### src/tarc_cfg.svh
// timing counts and encodings for the analog setting controller
`ifndef TARC_CFG_SVH
`define TARC_CFG_SVH
`define TARC_NCH          4
`define TARC_SWING_W      3
`define TARC_PREEMP_W     5
`define TARC_DCGAIN_W     2
`define TARC_EQ_W         4
`define TARC_DIR_BOTH     2'h0
`define TARC_DIR_RX       2'h1
`define TARC_DIR_TX       2'h2
`define TARC_XFER_CYC     4'h8
`define TARC_SWING_RST    3'h0
`define TARC_PREEMP_RST   5'h00
`define TARC_DCGAIN_RST   2'h0
`define TARC_EQ_RST       4'h0
`endif

### src/tarc_pkg.sv
// types for the analog setting controller
`include "tarc_cfg.svh"
package tarc_pkg;
   typedef enum logic [2:0] {
      TARC_IDLE  = 3'b001,
      TARC_WRITE = 3'b010,
      TARC_READ  = 3'b100
   } tarc_state_t;
endpackage : tarc_pkg

### src/tarc_top.sv
// analog front end setting reconfiguration controller
//
// Contract
// [RL1] broadcast mode writes all channels, no select
// [RL2] broadcast write ports fixed 3/5/2/4 bits
// [RL3] read-back ports one slice per channel
// [RL4] slices packed from lsb upward
// [RL5] direction 2'b10 touches transmit side only
// [RL6] user presents settings, checks busy low first
// [RL7] write strobe is one-cycle pulse
// [RL8] busy high while writing, low when done
// [RL9] read request is one-cycle pulse, busy low
// [RL10] busy during read, then data_valid asserted
// [RL11] never write and read together
// [RL12] per-channel mode has per-channel write slices
// [RL13] per-channel write updates every channel
// [RL14] direction picks both, transmit or receive
// [RL15] per-channel method is slowest
// [RL16] read-back stays per-channel in all modes
// [RL17] ignore strobes while busy, hold read-back
`timescale 1ns/1ps
`include "tarc_cfg.svh"
module tarc_top
   import tarc_pkg::*;
#(
   parameter bit PER_CHANNEL = 1'b0
)(
   input  wire logic                                mclk,
   input  wire logic                                sys_rst,
   input  wire logic                                write_all,
   input  wire logic                                read_req,
   input  wire logic [1:0]                          dir_sel,
   // [RL2] fixed-width broadcast settings
   input  wire logic [`TARC_SWING_W-1:0]            bc_output_swing,
   input  wire logic [`TARC_PREEMP_W-1:0]           bc_preemp,
   input  wire logic [`TARC_DCGAIN_W-1:0]           bc_dcgain,
   input  wire logic [`TARC_EQ_W-1:0]               bc_eq,
   input  wire logic [`TARC_NCH*`TARC_SWING_W-1:0]  pc_output_swing,
   input  wire logic [`TARC_NCH*`TARC_PREEMP_W-1:0] pc_preemp,
   input  wire logic [`TARC_NCH*`TARC_DCGAIN_W-1:0] pc_dcgain,
   input  wire logic [`TARC_NCH*`TARC_EQ_W-1:0]     pc_eq,
   output logic                                     busy_q,
   output logic                                     data_valid_q,
   // [RL3] per-channel read-back slices
   output logic [`TARC_NCH*`TARC_SWING_W-1:0]       output_swing_out_q,
   output logic [`TARC_NCH*`TARC_PREEMP_W-1:0]      preemp_out_q,
   output logic [`TARC_NCH*`TARC_DCGAIN_W-1:0]      dcgain_out_q,
   output logic [`TARC_NCH*`TARC_EQ_W-1:0]          eq_out_q,
   output logic [`TARC_NCH*`TARC_SWING_W-1:0]       afe_swing_q,
   output logic [`TARC_NCH*`TARC_PREEMP_W-1:0]      afe_preemp_q,
   output logic [`TARC_NCH*`TARC_DCGAIN_W-1:0]      afe_dcgain_q,
   output logic [`TARC_NCH*`TARC_EQ_W-1:0]          afe_eq_q
);
   localparam int NCH = `TARC_NCH;
   localparam int SW  = `TARC_SWING_W;
   localparam int PW  = `TARC_PREEMP_W;
   localparam int GW  = `TARC_DCGAIN_W;
   localparam int EW  = `TARC_EQ_W;

   tarc_state_t state_q;
   logic [3:0]  cnt_q;
   logic [1:0]  dir_q;
   logic        done;
   logic        inc_tx;
   logic        inc_rx;
   logic        commit;

   ////////////////////////////////////////////////////////////////////////
   // transaction sequencing
   assign done   = (cnt_q == `TARC_XFER_CYC - 4'h1);
   assign commit = (state_q == TARC_WRITE) && done;
   // [RL14] direction decode
   assign inc_tx = (dir_q != `TARC_DIR_RX);
   // [RL5] transmit-only excludes receive
   assign inc_rx = (dir_q != `TARC_DIR_TX);

   // state and busy; [RL17] strobes ignored unless idle
   always_ff @(posedge mclk or posedge sys_rst) begin
      if (sys_rst) begin
         state_q <= TARC_IDLE;
         busy_q  <= 1'b0;
         dir_q   <= `TARC_DIR_BOTH;
      end else begin
         unique case (state_q)
            TARC_IDLE: begin
               // [RL8] busy raised on write
               if (write_all) begin
                  state_q <= TARC_WRITE;
                  busy_q  <= 1'b1;
                  dir_q   <= dir_sel;
               end else if (read_req) begin
                  state_q <= TARC_READ;
                  busy_q  <= 1'b1;
                  dir_q   <= dir_sel;
               end
            end
            TARC_WRITE, TARC_READ: begin
               if (done) begin
                  state_q <= TARC_IDLE;
                  busy_q  <= 1'b0;
               end
            end
         endcase
      end
   end

   // cycle counter for transfer length
   always_ff @(posedge mclk or posedge sys_rst) begin
      if (sys_rst) cnt_q <= 4'h0;
      else if (state_q == TARC_IDLE) cnt_q <= 4'h0;
      else cnt_q <= cnt_q + 4'h1;
   end

   // [RL10] read-valid flag after read finishes
   always_ff @(posedge mclk or posedge sys_rst) begin
      if (sys_rst) data_valid_q <= 1'b0;
      else if (state_q == TARC_READ && done) data_valid_q <= 1'b1;
      else if (state_q == TARC_IDLE && (write_all || read_req))
         data_valid_q <= 1'b0;
   end

   ////////////////////////////////////////////////////////////////////////
   // per-channel stores and read-back
   genvar g;
   generate
      for (g = 0; g < NCH; g++) begin : g_ch
         logic [SW-1:0] sw_in, sw_v;
         logic [PW-1:0] pe_in, pe_v;
         logic [GW-1:0] dg_in, dg_v;
         logic [EW-1:0] eq_in, eq_v;
         logic [SW-1:0] rb_sw_q;
         logic [PW-1:0] rb_pe_q;
         logic [GW-1:0] rb_dg_q;
         logic [EW-1:0] rb_eq_q;
         // [RL1] broadcast feeds every channel
         // [RL12] per-channel slices select
         assign sw_in = PER_CHANNEL ? pc_output_swing[g*SW +: SW]
                                    : bc_output_swing;
         assign pe_in = PER_CHANNEL ? pc_preemp[g*PW +: PW] : bc_preemp;
         assign dg_in = PER_CHANNEL ? pc_dcgain[g*GW +: GW] : bc_dcgain;
         assign eq_in = PER_CHANNEL ? pc_eq[g*EW +: EW] : bc_eq;

         // [RL13] every channel written together
         tarc_chan u_chan (
            .mclk      (mclk),
            .sys_rst   (sys_rst),
            .wr_tx     (commit && inc_tx),
            .wr_rx     (commit && inc_rx),
            .swing_in  (sw_in),
            .preemp_in (pe_in),
            .dcgain_in (dg_in),
            .eq_in     (eq_in),
            .swing_q   (sw_v),
            .preemp_q  (pe_v),
            .dcgain_q  (dg_v),
            .eq_q      (eq_v)
         );
         assign afe_swing_q[g*SW +: SW]  = sw_v;
         assign afe_preemp_q[g*PW +: PW] = pe_v;
         assign afe_dcgain_q[g*GW +: GW] = dg_v;
         assign afe_eq_q[g*EW +: EW]     = eq_v;

         // read-back capture, selected side only
         always_ff @(posedge mclk or posedge sys_rst) begin
            if (sys_rst) begin
               rb_sw_q <= `TARC_SWING_RST;
               rb_pe_q <= `TARC_PREEMP_RST;
               rb_dg_q <= `TARC_DCGAIN_RST;
               rb_eq_q <= `TARC_EQ_RST;
            end else if (state_q == TARC_READ && done) begin
               // [RL16] per-channel read-back in all modes
               if (inc_tx) begin
                  rb_sw_q <= sw_v;
                  rb_pe_q <= pe_v;
               end
               if (inc_rx) begin
                  rb_dg_q <= dg_v;
                  rb_eq_q <= eq_v;
               end
            end
         end
         // [RL4] lsb-first read-back packing
         assign output_swing_out_q[g*SW +: SW] = rb_sw_q;
         assign preemp_out_q[g*PW +: PW]       = rb_pe_q;
         assign dcgain_out_q[g*GW +: GW]       = rb_dg_q;
         assign eq_out_q[g*EW +: EW]           = rb_eq_q;
      end
   endgenerate

   ////////////////////////////////////////////////////////////////////////
   // checks
   // [RL8] busy frames write
   a_busy_on_write: assert property ( // [RL8]
      @(posedge mclk) disable iff (sys_rst)
      (!busy_q && write_all) |=> busy_q [*8] ##1 !busy_q)
      else $error("busy did not frame write");
   // [RL10] valid ends read
   a_valid_after_read: assert property ( // [RL10]
      @(posedge mclk) disable iff (sys_rst)
      (!busy_q && !write_all && read_req) |=> ##8 (!busy_q && data_valid_q))
      else $error("read did not end with valid");
   // [RL17] read-back held
   a_readback_hold: assert property ( // [RL17]
      @(posedge mclk) disable iff (sys_rst)
      (state_q != TARC_READ) |=> $stable(output_swing_out_q))
      else $error("read-back changed outside read");
   // [RL5] transmit-only write
   a_tx_only_rx: assert property ( // [RL5]
      @(posedge mclk) disable iff (sys_rst)
      (commit && dir_q == `TARC_DIR_TX) |=> $stable(afe_eq_q))
      else $error("rx touched in tx-only write");
   // [RL14] receive-only write
   a_rx_only_tx: assert property ( // [RL14]
      @(posedge mclk) disable iff (sys_rst)
      (commit && dir_q == `TARC_DIR_RX) |=> $stable(afe_swing_q))
      else $error("tx touched in rx-only write");
   // [RL1] broadcast reaches channels
   a_bcast_all: assert property ( // [RL1]
      @(posedge mclk) disable iff (sys_rst)
      (commit && inc_tx && !PER_CHANNEL && $stable(bc_output_swing))
      |=> afe_swing_q[SW-1:0] == afe_swing_q[2*SW-1:SW])
      else $error("broadcast not equal on channels");
   // [RL13] all slices written
   a_pc_slice: assert property ( // [RL13]
      @(posedge mclk) disable iff (sys_rst)
      (commit && inc_tx && PER_CHANNEL)
      |=> afe_swing_q == $past(pc_output_swing))
      else $error("per-channel write mismatch");
   // [RL17] busy strobes ignored
   a_ignore_busy: assert property ( // [RL17]
      @(posedge mclk) disable iff (sys_rst)
      (busy_q && cnt_q != 4'h7) |=> busy_q && $stable(dir_q))
      else $error("strobe during busy acted");
   // [RL4] slice placement
   a_readback_pack: assert property ( // [RL4]
      @(posedge mclk) disable iff (sys_rst)
      (state_q == TARC_READ && done && inc_tx)
      |=> output_swing_out_q[2*SW-1:SW] == afe_swing_q[2*SW-1:SW])
      else $error("read-back slice misplaced");
endmodule : tarc_top

### src/tarc_chan.sv
// one channel's analog front end setting store
`timescale 1ns/1ps
`include "tarc_cfg.svh"
module tarc_chan
   import tarc_pkg::*;
(
   input  wire logic                      mclk,
   input  wire logic                      sys_rst,
   input  wire logic                      wr_tx,
   input  wire logic                      wr_rx,
   input  wire logic [`TARC_SWING_W-1:0]  swing_in,
   input  wire logic [`TARC_PREEMP_W-1:0] preemp_in,
   input  wire logic [`TARC_DCGAIN_W-1:0] dcgain_in,
   input  wire logic [`TARC_EQ_W-1:0]     eq_in,
   output logic      [`TARC_SWING_W-1:0]  swing_q,
   output logic      [`TARC_PREEMP_W-1:0] preemp_q,
   output logic      [`TARC_DCGAIN_W-1:0] dcgain_q,
   output logic      [`TARC_EQ_W-1:0]     eq_q
);
   // transmit side settings
   always_ff @(posedge mclk or posedge sys_rst) begin
      if (sys_rst) begin
         swing_q  <= `TARC_SWING_RST;
         preemp_q <= `TARC_PREEMP_RST;
      end else if (wr_tx) begin
         swing_q  <= swing_in;
         preemp_q <= preemp_in;
      end
   end
   // receive side settings
   always_ff @(posedge mclk or posedge sys_rst) begin
      if (sys_rst) begin
         dcgain_q <= `TARC_DCGAIN_RST;
         eq_q     <= `TARC_EQ_RST;
      end else if (wr_rx) begin
         dcgain_q <= dcgain_in;
         eq_q     <= eq_in;
      end
   end
endmodule : tarc_chan

### config.mk
export PLATFORM = sky130hd
export DESIGN_NAME = tarc_top
export DESIGN_NICKNAME = d
export VERILOG_FILES = /design/src/tarc_pkg.sv /design/src/tarc_top.sv /design/src/tarc_chan.sv
export VERILOG_INCLUDE_DIRS = /design/src
export SDC_FILE = /design/constraint.sdc
export NUM_CORES = 1
export LEC_CHECK = 0
export BUFFER_PORTS_ARGS = -buffer_cell sky130_fd_sc_hd__buf_2
export CORE_MARGIN = 2
export CORE_UTILIZATION = 30
export CTS_CLUSTER_DIAMETER = 50
export CTS_CLUSTER_SIZE = 24
export DETAILED_ROUTE_END_ITERATION = 6
export GPL_TIMING_DRIVEN = 1
export REMOVE_ABC_BUFFERS = 1
export SLEW_MARGIN = 20
export SYNTH_ARGS = -nofsm -noshare
export SYNTH_HDL_FRONTEND = slang
export SYNTH_HIERARCHICAL = 1
export SYNTH_SLANG_ARGS = --single-unit
### constraint.sdc
create_clock -name mclk -period 2.2 [get_ports mclk]
set_input_delay 0.44 -clock mclk [delete_from_list [all_inputs] [get_ports mclk]]
set_output_delay 0.44 -clock mclk [all_outputs]
set_load 0.02 [all_outputs]
==> out/results.tsv <==
metric	value	unit
count leader, synth	dfrtp_1	
buffer count from post-CTS setup fixing	0	
first-pass GRT wire length	17.1	mm
crit path time final	2.03	ns
worst-margin pin slew	0.780	ns
clock latency on the worst-skew pair	0.40	ns
Worst VDD drop	0.597	mV
hold_buf cts	0	
routability cong.	0.691	
leading cell types by total area after synthesis	dfrtp_1 61%, mux2_4 17%, mux2_2 12%	
die area	17800	um^2
YS warnings	6	
combinational power share	0.330	
Placed Cells incl. Taps	647	
crit end category	flop	
Die Wd	133	um
Final period util	0.923	
share of post-route cells with drive strength above 1	0.626	
final instance count without filler cells	677	
Avg WL per Cell	15.7	um
RSZ-0062 raised after global routing	false	
relative slew slack	0.479	
DRT Wirelength	10.7	mm
max-slew violations	0	
CP startpoint kind	flop	
row count	47	
Fin. Hold Viols	0	
IO Port Bufs	133	
compound-cell area share of the yosys netlist	0.0107	
Clock transition at path regs	0.05	ns
initial antenna violation count	0	
I/O pin cnt	190	
Clk pwr share	0.288	
switch share	0.336	
Post-Syn Area per Cell	16.7	um^2
largest family of logic cells by synthesized area	multiplexers	
HP Class	in2async	
Setup TNS	0	ns
NumNets Final	523	
Post-Synth Simple-Gate Area	0.0364	
Slowest cell on crit path	dfrtp_1	
Final ANT Viol Nets	0	
H-tree depth	4	
maximum capacitance violations	0	
max incr delay on CP	0.36	ns
CORE AREA	16500	um^2
DP Wirelength	7.47	mm
leading area contributor after synthesis	dfrtp_1	
Adder-Cell Fraction of Synth Area	0.00249	
mux share of post-synthesis cell area	0.297	
Syn Inst Count	300	
Multi-input gate area	1780	um^2
# DRC	0	
CTS Buf Count	17	
commonest register cell after synthesis	dfrtp_1	
Lkg Pwr	3.43	nW
final setup vio count	0	
vias	2917	
Sequential Area	3080	um^2
synthesized area	5020	um^2
diodes inserted	0	
number of global-route vias before repair	3096	
Overflow after GRT	0	
Total Routing Usage GR	0.125	
Synth top cells by count	122 x dfrtp_1, 56 x mux2_4, 55 x mux2_2	
pwr/cell area	1470	nW/um^2
Synth top area share	0.608	
Sw Pwr	0.00325	W
area grow syn2layout	30.4	%
CTS max path bufs	2	
Flop pwr share	0.382	
sequential area share after synthesis	0.613	
worst path cell trace	ha_1, and3b_1, nand4b_1, nor2_4, buf_12, mux2_4	
Resize count post-CTS	0	
Post-Synth XOR/XNOR Area	0.00523	
final core occ	0.398	
Root Driver	clkbuf_16	
status	finished, final reports clean	
Crit Path Max Fanout	20	
FMAX	0.492	GHz
die height	133	um
first-pass iteration count of the detailed router	4	
clk sink count	123	
library cells used by synthesis	28	
Fill cells	1567	
Initial Util	0.305	
fraction of registers with async set/reset	1.00	
number of enable flip-flop cells after synthesis	0	
cell-internal power	0.00640	W
largest net degree at the start of global routing	35	
vias per std cell	4.31	
DR iter-0 viols	148	
CTS tree	built	
critical path arrival	2.32	ns
CP required	2.48	ns
CP Class	reg2reg	
skew final	0.00962	ns
Seq cells post-synth	123	
per-stage QoR:
| stage | cell area [um^2] | hold WS [ns] | total power (W) | worst slack, ns |
|---|---|---|---|---|
| final | 6550 | 0.173 | 0.00965 | 0.169 |
| after global routing | 6550 | 0.210 | 0.0102 | 0.0410 |
| after CTS | 6550 | 0.184 | 0.00980 | 0.149 |
| after detailed placement | 5970 | 0.453 | 0.00694 | 0.151 |
| after global placement | 5970 | 0.442 | 0.00685 | 0.171 |
| after floorplan | 4870 | 0.329 | 0.00578 | -1.34 |
critical path: cells and delay by family (launching register included):
| kind | cells | cell delay [ns] |
|---|---|---|
| AND/OR/NAND/NOR | 3 | 0.81 |
| flip-flops | 1 | 0.36 |
| multiplexers | 1 | 0.31 |
| buffers and inverters | 1 | 0.22 |
| adder cells (fa/ha/maj) | 1 | 0.21 |
per-layer routing:
| layer | wire length, um | vias to the layer above | part of all wire | track usage |
|---|---|---|---|---|
| li1 | - | 1340 | - | - |
| met1 | 4810 | 1463 | 0.45 | 0.164 |
| met2 | 5050 | 102 | 0.47 | 0.195 |
| met3 | 666 | 12 | 0.062 | 0.0430 |
| met4 | 138 | 0 | 0.013 | 0.0426 |
| met5 | 0 | - | 0 | 0 |
layout make-up:
type,count,share of cell area
Clock buffer,23,0.0714
Tap cell,220,0.0420
Multi-Input combinational cell,156,0.272
Timing Repair Buffer,142,0.123
Clock inverter,7,0.0178
Sequential cell,123,0.470
Inverter,6,0.00344
power groups by stage:
stage | Sequential [W] | Combinational (W) | Clock [W]
finish | 0.00369 | 0.00319 | 0.00278
global route | 0.00381 | 0.00339 | 0.00298
CTS | 0.00370 | 0.00323 | 0.00286
detailed placement | 0.00371 | 0.00323 | 0
floorplan | 0.00448 | 0.00130 | 0
global placement | 0.00368 | 0.00318 | 0
cells by family after synthesis:
kind of cell | after synthesis
AO/OA/AOI/OAI | 8
XOR/XNOR | 3
adder cells (fa/ha/maj) | 1
buffers and inverters | 21
flip-flops | 123
multiplexers | 114
AND/OR/NAND/NOR | 30
flip-flops by register name, indices dropped and copies added (netlist names), 4 cells and up:
| name | cells |
|---|---|
| g_ch.u_chan/dcgain_q | 8 |
| g_ch.rb_sw_q | 12 |
| g_ch.rb_dg_q | 8 |
| g_ch.rb_eq_q | 16 |
| cnt_q | 4 |
| g_ch.rb_pe_q | 20 |
| g_ch.u_chan/swing_q | 12 |
| g_ch.u_chan/preemp_q | 20 |
| g_ch.u_chan/eq_q | 16 |
layout by cell type, fill, tap and decap left out, types with 5 or more instances in the layout:
cell type  count
nor2_1         6
mux2_2        55
dfrtp_1      122
mux2_4        56
buf_12         6
inv_1          5
clkbuf_16     17
buf_2        133
final timing paths:
path | startpoint | end | slack (ns) | cells after the start
min reg2reg | cnt_q[0] | cnt_q[0] | 0.46 | 1
min in group mclk | dir_sel[1] | dir_q[1] | 0.28 | 2
max in group asynchronous | sys_rst | g_ch[1].rb_pe_q[3] | 1.40 | 3
max | cnt_q[0] | g_ch[3].u_chan/preemp_q[2] | 0.17 | 6
min | sys_rst | g_ch[2].rb_eq_q[0] | 0.17 | 2
max reg2reg | cnt_q[0] | g_ch[3].u_chan/preemp_q[2] | 0.17 | 6
Note: power is estimated with default switching activity, not from simulation.
